## src/logic/iosd_pkg.sv

```systemverilog
package iosd_pkg;

    // register counts
    localparam int NUM_RW = 19;
    localparam int NUM_FLAG = 4;
    localparam int NUM_PIN = 3;

    // plain storage registers, I/O offsets
    localparam logic [5:0] OFS_PORT_B_DIRECTION = 6'h04;
    localparam logic [5:0] OFS_PORT_B_OUTPUT_LATCH = 6'h05;
    localparam logic [5:0] OFS_PORT_C_DIRECTION = 6'h07;
    localparam logic [5:0] OFS_PORT_C_OUTPUT_LATCH = 6'h08;
    localparam logic [5:0] OFS_PORT_D_DIRECTION = 6'h0A;
    localparam logic [5:0] OFS_PORT_D_OUTPUT_LATCH = 6'h0B;
    localparam logic [5:0] OFS_EEPROM_CONTROL = 6'h1F;
    localparam logic [5:0] OFS_EEPROM_DATA = 6'h20;
    localparam logic [5:0] OFS_EEPROM_ADDRESS_LOW = 6'h21;
    localparam logic [5:0] OFS_EEPROM_ADDRESS_HIGH = 6'h22;
    localparam logic [5:0] OFS_GENERAL_TIMER_CONTROL = 6'h23;
    localparam logic [5:0] OFS_TIMER0_CONTROL_A = 6'h24;
    localparam logic [5:0] OFS_TIMER0_CONTROL_B = 6'h25;
    localparam logic [5:0] OFS_TIMER0_COUNT = 6'h26;
    localparam logic [5:0] OFS_TIMER0_COMPARE_A = 6'h27;
    localparam logic [5:0] OFS_TIMER0_COMPARE_B = 6'h28;
    localparam logic [5:0] OFS_SCRATCH_REGISTER_1 = 6'h2A;
    localparam logic [5:0] OFS_SCRATCH_REGISTER_2 = 6'h2B;
    localparam logic [5:0] OFS_SERIAL_PERIPHERAL_CONTROL = 6'h2C;

    // write-one-to-clear flag registers
    localparam logic [5:0] OFS_TIMER0_FLAGS = 6'h15;
    localparam logic [5:0] OFS_TIMER1_FLAGS = 6'h16;
    localparam logic [5:0] OFS_TIMER2_FLAGS = 6'h17;
    localparam logic [5:0] OFS_PIN_CHANGE_FLAGS = 6'h1B;

    // pin input registers
    localparam logic [5:0] OFS_PORT_B_PIN_INPUT = 6'h03;
    localparam logic [5:0] OFS_PORT_C_PIN_INPUT = 6'h06;
    localparam logic [5:0] OFS_PORT_D_PIN_INPUT = 6'h09;

    // implemented bits per register
    localparam logic [7:0] MASK_FULL = 8'hFF;
    localparam logic [7:0] MASK_PORT_C = 8'h7F;
    localparam logic [7:0] MASK_TIMER0_FLAGS = 8'h07;
    localparam logic [7:0] MASK_TIMER1_FLAGS = 8'h27;
    localparam logic [7:0] MASK_TIMER2_FLAGS = 8'h07;
    localparam logic [7:0] MASK_PIN_CHANGE_FLAGS = 8'h07;

    // tables in instance order
    localparam logic [NUM_RW-1:0][5:0] RW_OFS = {
        OFS_SERIAL_PERIPHERAL_CONTROL, OFS_SCRATCH_REGISTER_2,
        OFS_SCRATCH_REGISTER_1, OFS_TIMER0_COMPARE_B,
        OFS_TIMER0_COMPARE_A, OFS_TIMER0_COUNT, OFS_TIMER0_CONTROL_B,
        OFS_TIMER0_CONTROL_A, OFS_GENERAL_TIMER_CONTROL,
        OFS_EEPROM_ADDRESS_HIGH, OFS_EEPROM_ADDRESS_LOW, OFS_EEPROM_DATA,
        OFS_EEPROM_CONTROL, OFS_PORT_D_OUTPUT_LATCH, OFS_PORT_D_DIRECTION,
        OFS_PORT_C_OUTPUT_LATCH, OFS_PORT_C_DIRECTION,
        OFS_PORT_B_OUTPUT_LATCH, OFS_PORT_B_DIRECTION};
    localparam logic [NUM_RW-1:0][7:0] RW_MASK = {
        MASK_FULL, MASK_FULL, MASK_FULL, MASK_FULL, MASK_FULL, MASK_FULL,
        MASK_FULL, MASK_FULL, MASK_FULL, MASK_FULL, MASK_FULL, MASK_FULL,
        MASK_FULL, MASK_FULL, MASK_FULL, MASK_PORT_C, MASK_PORT_C,
        MASK_FULL, MASK_FULL};
    localparam int IDX_PORT_B_DIRECTION = 0;
    localparam int IDX_PORT_B_OUTPUT_LATCH = 1;
    localparam int IDX_PORT_C_DIRECTION = 2;
    localparam int IDX_PORT_C_OUTPUT_LATCH = 3;
    localparam int IDX_PORT_D_DIRECTION = 4;
    localparam int IDX_PORT_D_OUTPUT_LATCH = 5;

    localparam logic [NUM_FLAG-1:0][5:0] FLAG_OFS = {
        OFS_PIN_CHANGE_FLAGS, OFS_TIMER2_FLAGS, OFS_TIMER1_FLAGS,
        OFS_TIMER0_FLAGS};
    localparam logic [NUM_FLAG-1:0][7:0] FLAG_MASK = {
        MASK_PIN_CHANGE_FLAGS, MASK_TIMER2_FLAGS, MASK_TIMER1_FLAGS,
        MASK_TIMER0_FLAGS};

    localparam logic [NUM_PIN-1:0][5:0] PIN_OFS = {
        OFS_PORT_D_PIN_INPUT, OFS_PORT_C_PIN_INPUT, OFS_PORT_B_PIN_INPUT};
    localparam logic [NUM_PIN-1:0][7:0] PIN_MASK = {
        MASK_FULL, MASK_PORT_C, MASK_FULL};

    // address windows
    localparam logic [5:0] BIT_LAST = 6'h1F;
    localparam logic [7:0] DS_IO_BASE = 8'h20;
    localparam logic [7:0] DS_EXT_BASE = 8'h60;

    // values after reset
    localparam logic [7:0] RST_VALUE = 8'h00;
    localparam logic [5:0] RST_ADDR = 6'h00;
    localparam logic [7:0] RST_EXT_ADDR = 8'h00;

    // kind of access taken in a cycle
    typedef enum logic [2:0] {
        ACC_NONE = 3'b000,
        ACC_READ = 3'b001,
        ACC_WRITE = 3'b010,
        ACC_TEST = 3'b011,
        ACC_EXT = 3'b100,
        ACC_BAD = 3'b101
    } iosd_acc_t;

endpackage : iosd_pkg

```

## src/logic/iosd_rw_reg.sv

```systemverilog
`timescale 1ns/1ns
module iosd_rw_reg #(
    parameter logic [7:0] MASK = 8'hFF
) (
    // clock and reset
    input wire logic clk,
    input wire logic rst_n,
    input wire logic ce,
    // masked write
    input wire logic wr_en,
    input wire logic [7:0] wr_mask,
    input wire logic [7:0] wr_data,
    // stored value
    output logic [7:0] value
);
    typedef struct packed {
        logic [7:0] val_r;
    } iosd_rw_state_t;

    iosd_rw_state_t s_r;
    iosd_rw_state_t s_nxt;
    logic [7:0] m;

    always_comb begin
        s_nxt = s_r;
        m = wr_mask & MASK;
        // only masked bits change, reserved bits stay zero
        if (wr_en) begin
            s_nxt.val_r = (s_r.val_r & ~m) | (wr_data & m);
        end
    end

    always_ff @(posedge clk or negedge rst_n) begin
        if (!rst_n) begin
            s_r.val_r <= iosd_pkg::RST_VALUE;
        end else if (ce) begin
            s_r <= s_nxt;
        end
    end

    assign value = s_r.val_r;

endmodule : iosd_rw_reg

```

## src/logic/iosd_w1c_reg.sv

```systemverilog
`timescale 1ns/1ns
module iosd_w1c_reg #(
    parameter logic [7:0] MASK = 8'hFF
) (
    // clock and reset
    input wire logic clk,
    input wire logic rst_n,
    input wire logic ce,
    // hardware events
    input wire logic [7:0] set,
    // masked write, a one clears
    input wire logic wr_en,
    input wire logic [7:0] wr_mask,
    input wire logic [7:0] wr_data,
    // flag value
    output logic [7:0] value
);
    typedef struct packed {
        logic [7:0] flag_r;
    } iosd_w1c_state_t;

    iosd_w1c_state_t s_r;
    iosd_w1c_state_t s_nxt;
    logic [7:0] clr;

    always_comb begin
        s_nxt = s_r;
        clr = wr_en ? (wr_mask & wr_data & MASK) : 8'h00;
        // set wins over a clear in the same cycle
        s_nxt.flag_r = ((s_r.flag_r & ~clr) | set) & MASK;
    end

    always_ff @(posedge clk or negedge rst_n) begin
        if (!rst_n) begin
            s_r.flag_r <= iosd_pkg::RST_VALUE;
        end else if (ce) begin
            s_r <= s_nxt;
        end
    end

    assign value = s_r.flag_r;

endmodule : iosd_w1c_reg

```

## src/logic/iosd_top.sv

```systemverilog
`timescale 1ns/1ns
// What this block does
// - bit set and clear work on I/O addresses 0x00-0x1F only, refused above.
// - skip tests test one selected bit of a bit-accessible register.
// - some status flags clear when written with one; writing zero keeps them.
// - bit set or clear touches only the addressed bit, no other flag.
// - I/O in and out instructions address locations 0x00 through 0x3F.
// - load and store reach the same registers at I/O address plus 0x20.
// - data addresses 0x60-0xFF reached only by load and store, not I/O.
module iosd_top (
    // clock, reset, enable
    input wire logic CORE_CLK,
    input wire logic RSTN,
    input wire logic CLK_EN,
    // I/O in and out instructions
    input wire logic IO_RD,
    input wire logic IO_WR,
    input wire logic [5:0] IO_ADDR,
    input wire logic [7:0] IO_WDATA,
    // data-space load and store
    input wire logic DS_RD,
    input wire logic DS_WR,
    input wire logic [7:0] DS_ADDR,
    input wire logic [7:0] DS_WDATA,
    // single-bit instructions
    input wire logic BIT_SET,
    input wire logic BIT_CLR,
    input wire logic SKIP_IF_SET,
    input wire logic SKIP_IF_CLR,
    input wire logic [5:0] BIT_ADDR,
    input wire logic [2:0] BIT_SEL,
    // answer to the core
    output logic [7:0] RD_DATA,
    output logic RD_VALID,
    output logic SKIP,
    output logic REFUSED,
    // extended I/O space
    output logic EXT_RD,
    output logic EXT_WR,
    output logic [7:0] EXT_ADDR,
    output logic [7:0] EXT_WDATA,
    input wire logic [7:0] EXT_RDATA,
    // port pins and settings
    input wire logic [7:0] PORT_B_PINS,
    input wire logic [7:0] PORT_C_PINS,
    input wire logic [7:0] PORT_D_PINS,
    output logic [7:0] PORT_B_DIR,
    output logic [7:0] PORT_B_OUT,
    output logic [7:0] PORT_C_DIR,
    output logic [7:0] PORT_C_OUT,
    output logic [7:0] PORT_D_DIR,
    output logic [7:0] PORT_D_OUT,
    // flag events from peripherals
    input wire logic [7:0] TIMER0_EVENTS,
    input wire logic [7:0] TIMER1_EVENTS,
    input wire logic [7:0] TIMER2_EVENTS,
    input wire logic [7:0] PIN_CHANGE_EVENTS,
    // write notice to peripherals
    output logic WR_STROBE,
    output logic [5:0] WR_ADDR,
    output logic [7:0] WR_MASK,
    output logic [7:0] WR_DATA
);
    typedef struct packed {
        logic [7:0] rd_data_r;
        logic rd_valid_r;
        logic skip_r;
        logic refused_r;
        logic ext_rd_r;
        logic ext_wr_r;
        logic [7:0] ext_addr_r;
        logic [7:0] ext_wdata_r;
        logic wr_strobe_r;
        logic [5:0] wr_addr_r;
        logic [7:0] wr_mask_r;
        logic [7:0] wr_data_r;
    } iosd_top_state_t;

    iosd_top_state_t s_r;
    iosd_top_state_t s_nxt;

    iosd_pkg::iosd_acc_t acc;
    logic [5:0] acc_addr;
    logic [7:0] acc_mask;
    logic [7:0] acc_wdata;
    logic acc_skip_set;
    logic [7:0] rd_val;
    logic sel_bit;
    logic [iosd_pkg::NUM_RW-1:0] rw_we;
    logic [iosd_pkg::NUM_FLAG-1:0] flag_we;
    logic [iosd_pkg::NUM_RW-1:0][7:0] rw_val;
    logic [iosd_pkg::NUM_FLAG-1:0][7:0] flag_val;
    logic [iosd_pkg::NUM_FLAG-1:0][7:0] flag_set;
    logic [iosd_pkg::NUM_PIN-1:0][7:0] pin_val;

    assign flag_set = {PIN_CHANGE_EVENTS, TIMER2_EVENTS, TIMER1_EVENTS,
                       TIMER0_EVENTS};
    assign pin_val = {PORT_D_PINS, PORT_C_PINS, PORT_B_PINS};

    // access decode, one request per cycle in fixed priority
    always_comb begin
        acc = iosd_pkg::ACC_NONE;
        acc_addr = iosd_pkg::RST_ADDR;
        acc_mask = iosd_pkg::MASK_FULL;
        acc_wdata = iosd_pkg::RST_VALUE;
        acc_skip_set = 1'b0;
        if (IO_RD || IO_WR) begin
            // full 6-bit window, 64 locations
            acc_addr = IO_ADDR;
            acc_wdata = IO_WDATA;
            acc = IO_WR ? iosd_pkg::ACC_WRITE : iosd_pkg::ACC_READ;
        end else if (DS_RD || DS_WR) begin
            if (DS_ADDR >= iosd_pkg::DS_EXT_BASE) begin
                acc = iosd_pkg::ACC_EXT;
            end else if (DS_ADDR >= iosd_pkg::DS_IO_BASE) begin
                acc_addr = 6'(DS_ADDR - iosd_pkg::DS_IO_BASE);
                acc_wdata = DS_WDATA;
                acc = DS_WR ? iosd_pkg::ACC_WRITE : iosd_pkg::ACC_READ;
            end else begin
                acc = iosd_pkg::ACC_BAD;
            end
        end else if (BIT_SET || BIT_CLR || SKIP_IF_SET || SKIP_IF_CLR) begin
            if (BIT_ADDR > iosd_pkg::BIT_LAST) begin
                acc = iosd_pkg::ACC_BAD;
            end else begin
                acc_addr = BIT_ADDR;
                acc_mask = 8'(8'h01 << BIT_SEL);
                if (BIT_SET || BIT_CLR) begin
                    acc = iosd_pkg::ACC_WRITE;
                    acc_wdata = BIT_SET ? 8'hFF : 8'h00;
                end else begin
                    acc = iosd_pkg::ACC_TEST;
                    acc_skip_set = SKIP_IF_SET;
                end
            end
        end
    end

    // write enables per register
    always_comb begin
        rw_we = '0;
        flag_we = '0;
        for (int i = 0; i < iosd_pkg::NUM_RW; i++) begin
            rw_we[i] = (acc == iosd_pkg::ACC_WRITE) &&
                       (acc_addr == iosd_pkg::RW_OFS[i]);
        end
        for (int j = 0; j < iosd_pkg::NUM_FLAG; j++) begin
            flag_we[j] = (acc == iosd_pkg::ACC_WRITE) &&
                         (acc_addr == iosd_pkg::FLAG_OFS[j]);
        end
    end

    // read mux, unmapped locations read zero
    always_comb begin
        rd_val = iosd_pkg::RST_VALUE;
        for (int i = 0; i < iosd_pkg::NUM_RW; i++) begin
            if (acc_addr == iosd_pkg::RW_OFS[i]) begin
                rd_val = rw_val[i];
            end
        end
        for (int j = 0; j < iosd_pkg::NUM_FLAG; j++) begin
            if (acc_addr == iosd_pkg::FLAG_OFS[j]) begin
                rd_val = flag_val[j];
            end
        end
        for (int k = 0; k < iosd_pkg::NUM_PIN; k++) begin
            if (acc_addr == iosd_pkg::PIN_OFS[k]) begin
                rd_val = pin_val[k] & iosd_pkg::PIN_MASK[k];
            end
        end
        sel_bit = rd_val[BIT_SEL];
    end

    genvar g;
    generate
        for (g = 0; g < iosd_pkg::NUM_RW; g++) begin : g_rw
            iosd_rw_reg #(
                .MASK(iosd_pkg::RW_MASK[g])
            ) u_reg (
                .clk(CORE_CLK),
                .rst_n(RSTN),
                .ce(CLK_EN),
                .wr_en(rw_we[g]),
                .wr_mask(acc_mask),
                .wr_data(acc_wdata),
                .value(rw_val[g])
            );
        end
        for (g = 0; g < iosd_pkg::NUM_FLAG; g++) begin : g_flag
            iosd_w1c_reg #(
                .MASK(iosd_pkg::FLAG_MASK[g])
            ) u_flag (
                .clk(CORE_CLK),
                .rst_n(RSTN),
                .ce(CLK_EN),
                .set(flag_set[g]),
                .wr_en(flag_we[g]),
                .wr_mask(acc_mask),
                .wr_data(acc_wdata),
                .value(flag_val[g])
            );
        end
    endgenerate

    // answer and notice registers
    always_comb begin
        s_nxt = s_r;
        s_nxt.rd_valid_r = 1'b0;
        s_nxt.refused_r = 1'b0;
        s_nxt.wr_strobe_r = 1'b0;
        s_nxt.ext_rd_r = 1'b0;
        s_nxt.ext_wr_r = 1'b0;
        // ext data only stands while the read strobe is high
        if (s_r.ext_rd_r) begin
            s_nxt.rd_data_r = EXT_RDATA;
            s_nxt.rd_valid_r = 1'b1;
            s_nxt.skip_r = 1'b0;
        end
        case (acc)
            iosd_pkg::ACC_READ: begin
                s_nxt.rd_data_r = rd_val;
                s_nxt.rd_valid_r = 1'b1;
                s_nxt.skip_r = 1'b0;
            end
            iosd_pkg::ACC_TEST: begin
                s_nxt.rd_data_r = rd_val;
                s_nxt.rd_valid_r = 1'b1;
                s_nxt.skip_r = acc_skip_set ? sel_bit : !sel_bit;
            end
            iosd_pkg::ACC_WRITE: begin
                s_nxt.wr_strobe_r = 1'b1;
                s_nxt.wr_addr_r = acc_addr;
                s_nxt.wr_mask_r = acc_mask;
                s_nxt.wr_data_r = acc_wdata;
            end
            iosd_pkg::ACC_EXT: begin
                s_nxt.ext_rd_r = DS_RD;
                s_nxt.ext_wr_r = !DS_RD;
                s_nxt.ext_addr_r = DS_ADDR;
                s_nxt.ext_wdata_r = DS_WDATA;
            end
            iosd_pkg::ACC_BAD: begin
                s_nxt.refused_r = 1'b1;
            end
            default: begin
                s_nxt.refused_r = 1'b0;
            end
        endcase
    end

    always_ff @(posedge CORE_CLK or negedge RSTN) begin
        if (!RSTN) begin
            s_r.rd_data_r <= iosd_pkg::RST_VALUE;
            s_r.rd_valid_r <= 1'b0;
            s_r.skip_r <= 1'b0;
            s_r.refused_r <= 1'b0;
            s_r.ext_rd_r <= 1'b0;
            s_r.ext_wr_r <= 1'b0;
            s_r.ext_addr_r <= iosd_pkg::RST_EXT_ADDR;
            s_r.ext_wdata_r <= iosd_pkg::RST_VALUE;
            s_r.wr_strobe_r <= 1'b0;
            s_r.wr_addr_r <= iosd_pkg::RST_ADDR;
            s_r.wr_mask_r <= iosd_pkg::RST_VALUE;
            s_r.wr_data_r <= iosd_pkg::RST_VALUE;
        end else if (CLK_EN) begin
            s_r <= s_nxt;
        end
    end

    assign RD_DATA = s_r.rd_data_r;
    assign RD_VALID = s_r.rd_valid_r;
    assign SKIP = s_r.skip_r;
    assign REFUSED = s_r.refused_r;
    assign EXT_RD = s_r.ext_rd_r;
    assign EXT_WR = s_r.ext_wr_r;
    assign EXT_ADDR = s_r.ext_addr_r;
    assign EXT_WDATA = s_r.ext_wdata_r;
    assign WR_STROBE = s_r.wr_strobe_r;
    assign WR_ADDR = s_r.wr_addr_r;
    assign WR_MASK = s_r.wr_mask_r;
    assign WR_DATA = s_r.wr_data_r;
    assign PORT_B_DIR = rw_val[iosd_pkg::IDX_PORT_B_DIRECTION];
    assign PORT_B_OUT = rw_val[iosd_pkg::IDX_PORT_B_OUTPUT_LATCH];
    assign PORT_C_DIR = rw_val[iosd_pkg::IDX_PORT_C_DIRECTION];
    assign PORT_C_OUT = rw_val[iosd_pkg::IDX_PORT_C_OUTPUT_LATCH];
    assign PORT_D_DIR = rw_val[iosd_pkg::IDX_PORT_D_DIRECTION];
    assign PORT_D_OUT = rw_val[iosd_pkg::IDX_PORT_D_OUTPUT_LATCH];

endmodule : iosd_top

```

## config.mk

```make
export PLATFORM = sky130hd
export DESIGN_NAME = iosd_top
export DESIGN_NICKNAME = d
export VERILOG_FILES = /design/src/logic/iosd_pkg.sv /design/src/logic/iosd_rw_reg.sv /design/src/logic/iosd_w1c_reg.sv /design/src/logic/iosd_top.sv
export SDC_FILE = /design/constraint.sdc
export NUM_CORES = 1
export LEC_CHECK = 0
export BUFFER_PORTS_ARGS = -buffer_cell sky130_fd_sc_hd__buf_2
export CAP_MARGIN = 20
export CORE_ASPECT_RATIO = 1.75
export CORE_MARGIN = 1.5
export CORE_UTILIZATION = 45
export CTS_CLUSTER_SIZE = 10
export DETAILED_ROUTE_END_ITERATION = 8
export GPL_TIMING_DRIVEN = 1
export HOLD_SLACK_MARGIN = 0.03
export PLACE_DENSITY = 0.76
export RECOVER_POWER = 100
export SYNTH_ARGS = -nofsm -noshare
export SYNTH_HDL_FRONTEND = slang
export SYNTH_SLANG_ARGS = --single-unit
```

## constraint.sdc

```tcl
create_clock -name CORE_CLK -period 5.1 [get_ports CORE_CLK]
set_input_delay 0.765 -clock CORE_CLK [delete_from_list [all_inputs] [get_ports CORE_CLK]]
set_output_delay 0.765 -clock CORE_CLK [all_outputs]
set_load 0.1 [all_outputs]
```

==> Implementation_results.wiki, run 1 <==
{| class="wikitable"
! Metric !! Value
|-
| Chip Width || about 120 um
|-
| Final weighted congestion in routability-driven placement || about 1.1
|-
| Worst-path cell chain || clkbuf_1, or4_1, and4_1, nor2_1, buf_4, mux2i_1, a2bb2oi_1, o211ai_1, o311ai_0, buf_4, nand4_1, a221oi_2, o211ai_1, xnor2_1, o21ai_1
|-
| Post-detailed-route DRC marker count || 0
|-
| Fraction of the mapped netlist area in compound gates || 26.8%
|-
| Number of failing setup endpoints in the final timing report || 0
|-
| Most used flip-flop cell after synthesis || dfrtp_1
|-
| Pin count of the biggest net entering global routing || between 90 and 100
|-
| Die Span Y || 216 um
|-
| Fin util || roughly 56%
|-
| Setup crit start kind || input port
|-
| Crit end category || flip-flop
|-
| Dominant combinational cell family by area after synthesis || compound AO/OA/AOI/OAI gates
|-
| Post-synthesis instance total || 1256
|-
| Worst vdd rail ir drop || between 0.3 and 0.4 mV
|-
| CP Buf/Inv Count || 3
|-
| Share of synthesized cell area in and, or, nand and nor gates || between 15 and 20%
|-
| Part of the total power dissipated in combinational logic || a little over a third
|-
| Final hold violations || 0
|-
| Total global routing track utilization || between 30% and 40%
|-
| Xor/xnor cell area share of the yosys netlist || less than 1%
|-
| Delay of the slowest cell on the worst path || 0.69 ns
|-
| Number of antenna violations at the first check in global routing || 0
|-
| Highest clock rate || just over 200 MHz
|-
| CTS hold repair buffers || 0
|-
| FP Rows || 77
|-
| Post-CTS resize count || 0
|-
| Post-detailed-route count of antenna-violating nets || 0
|-
| Proportion of layout cells with a drive suffix above 1 || between 20% and 30%
|-
| Global-route wire length before repair || a little under 80 mm
|-
| Adder-cell area share of the yosys netlist || 0%
|-
| Layout area overhead || 21.4%
|-
| Critical path depth in cells || 15
|-
| Clk sinks || approximately 220
|-
| Core outline area || approximately 0.025 mm^2
|-
| Sum Neg Setup Slack || 0 ns
|-
| Pin slew with the least headroom to its limit || 2.58 ns
|-
| Number of DRC markers in iteration 0 || 1034
|-
| Final std cell area, no fill || between 0.01 and 0.015 mm^2
|-
| Post-synthesis sequential element count || ~220
|-
| Final net count || approximately 1.6k
|-
| Post-Place Cell Area || approximately 0.014 mm^2
|-
| Remaining max-slew budget at the tightest pin || -72.0%
|-
| Proportion of power drawn by flip-flops and latches || between 30% and 40%
|-
| Required time at the endpoint of the critical path || around 5.5 ns
|-
| Most frequent standard cell in the layout excluding fill and tap cells || dfrtp_1
|-
| Slowest CP cell || mux2i_1
|-
| Clock Pin Slew Worst Setup and Hold Paths || around 0.060 ns
|-
| TritonCTS Buffers || 25
|-
| Max-cap check violation count || 3
|-
| Post-synthesis cell type count || 83
|-
| Time the final worst path needs with I/O delays and setup || a little under 5 ns
|-
| Arrival @ worst endpoint || between 5 and 6 ns
|-
| Result of the run || complete, but fails checks
|-
| Critical path's top delay family || simple AND/OR/NAND/NOR gates
|-
| TritonCTS clock tree || yes
|-
| Net switching fraction of the power || 44.5%
|-
| Failing checks || max-capacitance violations, max-slew violations
|-
| Pins over their slew limit || approximately 180
|-
| Leading cell types in the layout, fill and taps excluded || dfrtp_1, nand2_1, o21ai_0
|-
| Clk buf depth || 3
|-
| Leak Pwr || between 0.006 and 0.007 uW
|-
| Post-CTS setup buffer count || 0
|-
| Cell area power density || roughly 410 mW/mm^2
|-
| Syn avg cell area || just over 9 um^2
|-
| Net Switching || 2560 uW
|-
| Detailed-routing iteration count for the pre-antenna-repair pass || 6
|-
| Mux share of post-synthesis cell area || roughly 6.4%
|-
| Number of synthesized flops with an enable pin || 0
|-
| Category of the most critical setup path || input port to flip-flop
|-
| Clock tree root buffer cell || clkbuf_16
|-
| Async set-or-reset flop fraction in the synthesized netlist || between 90% and 100%
|-
| Clock group share of total power || a little over a quarter
|-
| Boundary Pins || about 210
|-
| Routed WL per cell || between 20 and 30 um
|-
| Synth Warn # || 0
|-
| Post-route total power || 5760 uW
|-
| Depth of the CTS H-tree || 1
|-
| Worst min-delay path category || input port to flip-flop
|-
| Total vias in the final route || approximately 12k
|-
| Internal Pwr Total || roughly 3200 uW
|-
| Depth of the worst register-to-register path || 10
|-
| Vias in the first global route || approximately 12k
|-
| WHS Path Cells || 2
|-
| Post-detail-place hpwl || slightly below 40 mm
|-
| Via-to-Cell Ratio || roughly 6.6
|-
| Worst hold slack || between 0.4 and 0.5 ns
|-
| Total wirelength of the detailed-routed design || roughly 52 mm
|-
| Die Outline Area || roughly 0.027 mm^2
|-
| Buffers on Ports || about 190
|-
| Skew-Pair Late Insertion Delay || about 0.55 ns
|-
| RSZ-0062 raised after global routing || no
|-
| Largest clock skew in the final design || 0.0148 ns
|-
| Number of antenna cells inserted || 0
|-
| Post-synth design cell area || 0.0117 mm^2
|-
| Period utilisation layout || between 90 and 100%
|-
| Total grt overflow || 0
|-
| Highest net fanout along the worst path || 8
|-
| Share of the yosys chip area belonging to registers || 46.1%
|-
| Initial standard-cell utilization of the core || a little under half
|}
==> synth_stat cells, types with 22 or more instances <==
master    count  area, um^2
dfrtp_1     215        5380
nand2_1     176         661
o21ai_0     158         791
nor2_1       68         255
clkbuf_1     62         233
o31ai_1      62         465
mux2_2       60         676
a21oi_1      46         230
nand3_1      39         195
nor3_1       29         145
a22o_1       23         201
buf_2        22         110
==> per-layer routing <==
layer	up-vias	GRT usage, %	wire, um
met3	210	5.06	3810
met1	5830	43.6	18400
met2	734	66.0	25500
met5	-	0	0
met4	0	27.7	4510
li1	5274	-	-
==> area by class of cell <==
type	instances	area [um^2]
tap	316	395
inverter	7	26.3
clock inverter	2	13.8
multi-input combinational	942	5900
sequential	215	5380
clock buffer	27	633
fill	2403	11200
timing repair buffer	328	1820
==> power groups by stage <==
stage	combinational, uW	clock (uW)	sequential (uW)
detailed placement	2100	0	2140
finish	2070	1560	2130
CTS	2100	1580	2120
floorplan	506	0	3120
global route	2140	1640	2150
global placement	2080	0	2140
==> path summary, 6_finish.rpt <==
kind	start	endpoint	slack (ns)
max in group asynchronous	RSTN	EXT_WDATA[0]	1.18
max	BIT_SET	SKIP	0.28
min in group asynchronous	RSTN	asynchronous set/reset pin	0.99
min	PIN_CHANGE_EVENTS[0]	g_flag[3].u_flag.value[0]	0.45
max reg2reg	flip-flop	SKIP	2.16
min reg2reg	RD_VALID	RD_VALID	0.48
==> metrics by stage <==
stage          setup WS, ns  instances
2_1_floorplan          1.11       1257
4_1_cts               0.613       1837
3_5_place_dp         0.0605       1808
6_report              0.282       1837
3_3_place_gp         0.0112       1808
5_1_grt               0.143       1837
==> logic make-up after synthesis <==
kind of cell / after synthesis
XOR/XNOR: 4
buffers and inverters: 100
AO/OA/AOI/OAI: 456
other: 1
AND/OR/NAND/NOR: 413
flip-flops: 215
multiplexers: 67
(Power assumes the default switching activity.)
==> inputs of run 2 (changes only) <==
--- a/config.mk
+++ b/config.mk
@@ -7,14 +7,16 @@
 export LEC_CHECK = 0
 export BUFFER_PORTS_ARGS = -buffer_cell sky130_fd_sc_hd__buf_2
 export CAP_MARGIN = 20
+export CELL_PAD_IN_SITES_DETAIL_PLACEMENT = 1
+export CELL_PAD_IN_SITES_GLOBAL_PLACEMENT = 2
 export CORE_ASPECT_RATIO = 1.75
 export CORE_MARGIN = 1.5
-export CORE_UTILIZATION = 45
+export CORE_UTILIZATION = 37
 export CTS_CLUSTER_SIZE = 10
 export DETAILED_ROUTE_END_ITERATION = 8
 export GPL_TIMING_DRIVEN = 1
 export HOLD_SLACK_MARGIN = 0.03
-export PLACE_DENSITY = 0.76
+export PLACE_DENSITY = 0.94
 export RECOVER_POWER = 100
 export SYNTH_ARGS = -nofsm -noshare
 export SYNTH_HDL_FRONTEND = slang
==> Implementation_results.wiki, run 2 (same netlist as run 1, synthesis figures left out) <==
{| class="wikitable"
! Metric !! Value
|-
| Result of the run || complete, but fails checks
|-
| Failing checks || max-capacitance violations, max-slew violations
|-
| Highest net fanout along the worst path || 8
|-
| Setup crit start kind || input port
|-
| Period utilisation layout || between 90% and 100%
|-
| Final setup slack of the worst path || around 0.29 ns
|-
| Highest clock rate || between 200 and 250 MHz
|-
| Routed WL per cell || 29.9 um
|-
| Buffers on Ports || around 190
|-
| Global-route wire length before repair || about 84 mm
|-
| Via-to-Cell Ratio || ~6.3
|-
| CTS hold repair buffers || 0
|-
| Clk sinks || roughly 220
|-
| Category of the most critical setup path || input port to flip-flop
|-
| Worst min-delay path category || input port to flip-flop
|-
| Post-CTS setup buffer count || 0
|-
| Die Outline Area || between 0.03 and 0.04 mm^2
|-
| Time the final worst path needs with I/O delays and setup || 4.81 ns
|-
| Leading cell types in the layout, fill and taps excluded || dfrtp_1, nand2_1, o21ai_0
|-
| Number of DRC markers in iteration 0 || 842
|-
| Initial standard-cell utilization of the core || between 30% and 40%
|-
| Leak Pwr || a little over 0.006 uW
|-
| Die Span Y || between 200 and 250 um
|-
| Worst-path cell chain || buf_2, xnor2_1, o31a_1, nand4_1, a2111oi_0, buf_4, nor2_1, a2111oi_0, o211ai_1, a2111o_1, a31oi_1, o211ai_1, xnor2_1, o21ai_1
|-
| Required time at the endpoint of the critical path || 5.53 ns
|-
| Remaining max-slew budget at the tightest pin || -91.1%
|-
| Post-detailed-route count of antenna-violating nets || 0
|-
| Worst vdd rail ir drop || between 0.2 and 0.3 mV
|-
| FP Rows || 85
|-
| Filler Cells Inserted || about 3.6k
|-
| Most frequent standard cell in the layout excluding fill and tap cells || dfrtp_1
|-
| Detailed-routing iteration count for the pre-antenna-repair pass || 5
|-
| TritonCTS Buffers || 26
|-
| Largest clock skew in the final design || 0.0205 ns
|-
| Slowest CP cell || xnor2_1
|-
| Crit end category || flip-flop
|-
| Critical path's top delay family || compound AO/OA/AOI/OAI gates
|-
| Vias in the first global route || between 10k and 15k
|-
| Number of antenna violations at the first check in global routing || 0
|-
| Start point of the critical path || DS_ADDR[6]
|-
| Pins over their slew limit || 262
|-
| Post-detail-place hpwl || approximately 44 mm
|-
| Beginning of the worst hold path || TIMER0_EVENTS[1]
|-
| Pin slew with the least headroom to its limit || about 2.9 ns
|-
| CP Buf/Inv Count || 2
|-
| Final weighted congestion in routability-driven placement || 0.953
|-
| Number of placed cells counting well taps || 1877
|-
| Number of antenna cells inserted || 0
|-
| Cell area power density || around 410 mW/mm^2
|-
| Clock tree root buffer cell || clkbuf_16
|-
| Count of non-filler cells in the finished layout || 1914
|-
| Total global routing track utilization || 35.6%
|-
| Pre-CTS setup slack || -0.0261 ns
|-
| Depth of the CTS H-tree || 1
|-
| Clk buf depth || 3
|-
| Total vias in the final route || 12.1k
|-
| Post-detailed-route DRC marker count || 0
|-
| Total grt overflow || 0
|-
| Pin count of the biggest net entering global routing || ~110
|-
| Skew-Pair Late Insertion Delay || 0.56 ns
|-
| Total wirelength of the detailed-routed design || between 50 and 60 mm
|-
| RSZ-0062 raised after global routing || no
|-
| Max-cap check violation count || 3
|-
| Clock Pin Slew Worst Setup and Hold Paths || about 0.050 ns
|-
| Final net count || 1630
|-
| Final hold violations || 0
|-
| Boundary Pins || 214
|-
| Delay of the slowest cell on the worst path || 0.77 ns
|-
| Post-CTS resize count || 0
|-
| Layout area overhead || 22.7%
|-
| Proportion of layout cells with a drive suffix above 1 || 21.3%
|-
| Chip Width || 137 um
|-
| Core outline area || around 0.031 mm^2
|-
| TritonCTS clock tree || yes
|-
| Number of failing setup endpoints in the final timing report || 0
|-
| Arrival @ worst endpoint || about 5.2 ns
|}
[run 2: layout make-up]
class,count,area (um^2),area share [%]
multi-input combinational,942,5890,41.1
clock inverter,1,8.76,0.0611
inverter,7,26.3,0.183
timing repair buffer,324,1830,12.8
sequential,215,5380,37.6
tap,391,489,3.42
clock buffer,34,702,4.90
[run 2: through the flow]
stage	instance area [um^2]	hold slack [ns]	setup TNS, ns	util [%]	total power, uW
2_1_floorplan	11700	0.441	0	-	3630
3_3_place_gp	13800	0.454	-0.0408	44.7	4230
3_5_place_dp	13800	0.466	-0.0261	44.7	4280
4_1_cts	14500	0.318	0	47.0	5960
5_1_grt	14300	0.447	0	46.3	6090
6_report	14300	0.455	0	46.3	5890
[run 2: final timing paths]
check / slack (ns) / depth (start not counted) / endpoint
worst max register to register: 1.80 / 10 / SKIP
worst min register to register: 0.48 / 2 / WR_DATA[4]
min in group asynchronous: 1.09 / 1 / asynchronous set/reset pin
worst min-delay path: 0.45 / 2 / g_flag[0].u_flag.value[1]
max in group asynchronous: 1.05 / 2 / asynchronous set/reset pin
worst max-delay path: 0.29 / 14 / SKIP
[run 2: power breakdown]
part	switching, uW	internal, uW
combinational	1710	381
clock	729	945
sequential	180	1950
total	2620	3280
[run 2: routing by layer]
layer / track usage [%] / vias to the layer above / share of wire, %
li1: - / 5269 / -
met1: 38.8 / 6115 / 35
met2: 62.3 / 522 / 51
met3: 4.53 / 198 / 5.1
met4: 25.8 / 0 / 8.8
met5: 0 / - / 0
==> inputs of run 3 (changes only) <==
--- a/config.mk
+++ b/config.mk
@@ -12,6 +12,7 @@
 export CORE_ASPECT_RATIO = 1.75
 export CORE_MARGIN = 1.5
 export CORE_UTILIZATION = 37
+export CTS_BUF_LIST = sky130_fd_sc_hd__clkbuf_16
 export CTS_CLUSTER_SIZE = 10
 export DETAILED_ROUTE_END_ITERATION = 8
 export GPL_TIMING_DRIVEN = 1
==> Implementation_results.wiki, run 3 (same netlist as run 1, synthesis figures left out) <==
{| class="wikitable"
! Metric !! Value
|-
| Result of the run || complete, but fails checks
|-
| Failing checks || max-capacitance violations, max-slew violations
|-
| Crit end category || flip-flop
|-
| Sum Neg Setup Slack || 0 ns
|-
| FP Rows || 85
|-
| Clk sinks || ~220
|-
| Number of DRC markers in iteration 0 || just under 900
|-
| Critical path's top delay family || compound AO/OA/AOI/OAI gates
|-
| Final weighted congestion in routability-driven placement || between 0.9 and 1
|-
| Worst min-delay path category || input port to flip-flop
|-
| Post-detailed-route count of antenna-violating nets || 0
|-
| Die Outline Area || 0.0327 mm^2
|-
| Beginning of the worst hold path || TIMER0_EVENTS[1]
|-
| Number of failing setup endpoints in the final timing report || 0
|-
| Routed WL per cell || roughly 30 um
|-
| Category of the most critical setup path || input port to flip-flop
|-
| Post-detailed-route DRC marker count || 0
|-
| Final std cell area, no fill || around 0.014 mm^2
|-
| Core outline area || 0.0309 mm^2
|-
| Largest clock skew in the final design || 0.0208 ns
|-
| Via-to-Cell Ratio || 6.30
|-
| Cell area power density || approximately 400 mW/mm^2
|-
| Total grt overflow || 0
|-
| Layout area overhead || 22.7%
|-
| Fin util || a little under half
|-
| TritonCTS clock tree || yes
|-
| Total vias in the final route || roughly 12k
|-
| Worst vdd rail ir drop || 0.292 mV
|-
| Pin slew with the least headroom to its limit || 2.90 ns
|-
| Buffers on Ports || roughly 190
|-
| Leak Pwr || between 0.006 and 0.007 uW
|-
| Post-Place Cell Area || between 0.01 and 0.015 mm^2
|-
| Start point of the critical path || DS_ADDR[6]
|-
| Proportion of layout cells with a drive suffix above 1 || 21.3%
|-
| Final hold violations || 0
|-
| Clock tree root buffer cell || clkbuf_16
|-
| CP Buf/Inv Count || 2
|-
| Post-detail-place hpwl || ~44 mm
|-
| Setup crit start kind || input port
|-
| Required time at the endpoint of the critical path || approximately 5.5 ns
|-
| Post-CTS resize count || 0
|-
| Pins over their slew limit || between 200 and 300
|-
| Final net count || around 1.6k
|-
| Slowest CP cell || xnor2_1
|-
| TritonCTS Buffers || 26
|-
| Max-cap check violation count || 3
|-
| RSZ-0062 raised after global routing || no
|-
| Remaining max-slew budget at the tightest pin || -93.3%
|-
| Pin count of the biggest net entering global routing || around 110
|-
| Initial standard-cell utilization of the core || 37.7%
|-
| Detailed-routing iteration count for the pre-antenna-repair pass || 5
|-
| Delay of the slowest cell on the worst path || between 0.7 and 0.8 ns
|-
| Highest net fanout along the worst path || 8
|-
| Period utilisation layout || a little over nine tenths
|-
| Highest clock rate || 205 MHz
|-
| Time the final worst path needs with I/O delays and setup || around 5 ns
|-
| Arrival @ worst endpoint || 5.30 ns
|-
| Vias in the first global route || 12.7k
|-
| Chip Width || 137 um
|-
| CTS hold repair buffers || 0
|-
| Skew-Pair Late Insertion Delay || 0.56 ns
|-
| Most frequent standard cell in the layout excluding fill and tap cells || dfrtp_1
|-
| Worst-path cell chain || buf_2, xnor2_1, o31a_1, nand4_1, a2111oi_0, buf_4, nor2_1, a2111oi_0, o211ai_1, a2111o_1, a31oi_1, o211ai_1, xnor2_1, o21ai_1
|-
| Clock Pin Slew Worst Setup and Hold Paths || approximately 0.060 ns
|-
| Global-route wire length before repair || 83.7 mm
|-
| Total global routing track utilization || 35.6%
|-
| Die Span Y || about 240 um
|-
| Clk buf depth || 3
|-
| Number of antenna cells inserted || 0
|-
| Boundary Pins || 214
|-
| Post-CTS setup buffer count || 0
|-
| Number of antenna violations at the first check in global routing || 0
|-
| Total wirelength of the detailed-routed design || around 57 mm
|-
| Depth of the CTS H-tree || 1
|-
| Leading cell types in the layout, fill and taps excluded || dfrtp_1, nand2_1, o21ai_0
|}
run 3: cell types whose count changed in the layout (fill, tap and decap cells not counted):
cell and change:
clkbuf_1 -7, inv_1 +7
run 3: worst paths after layout:
check	endpoint	slack, ns	cells after the start
min in group asynchronous	asynchronous set/reset pin	1.09	1
worst min-delay path	g_flag[0].u_flag.value[1]	0.45	2
max in group asynchronous	asynchronous set/reset pin	1.05	2
worst max-delay path	SKIP	0.23	14
worst min register to register	WR_DATA[4]	0.48	2
worst max register to register	SKIP	1.73	10
run 3: power breakdown:
group	switching, uW	internal (uW)	total [uW]
Sequential	180	1950	2130
Clock	733	931	1660
Combinational	1700	381	2090
Total	2620	3260	5880
run 3: per-layer routing:
layer | wire length [um] | global-route usage (%) | share of wire (%) | vias up
met5 | 0 | 0 | 0 | -
met4 | 5050 | 25.7 | 8.8 | 0
met3 | 2840 | 4.53 | 5.0 | 201
met2 | 29000 | 62.4 | 51 | 515
met1 | 20400 | 38.7 | 36 | 6081
li1 | - | - | - | 5262
run 3: final cells by class:
cell class                 instances  area (um^2)
inverter                           7         26.3
clock buffer                      27          676
timing repair buffer             324         1830
multi-input combinational        942         5890
sequential                       215         5380
tap                              391          489
clock inverter                     8         35.0
fill                            3594        16600
run 3: stage by stage:
stage                     setup slack [ns]  cells  hold WS (ns)  total power [uW]
final                                0.233   1914         0.454              5880
after global routing                 0.176   1914         0.447              6080
after CTS                            0.515   1912         0.318              5950
after detailed placement           -0.0261   1877         0.466              4280
after global placement             -0.0408   1877         0.454              4230
after floorplan                       1.11   1257         0.441              3630
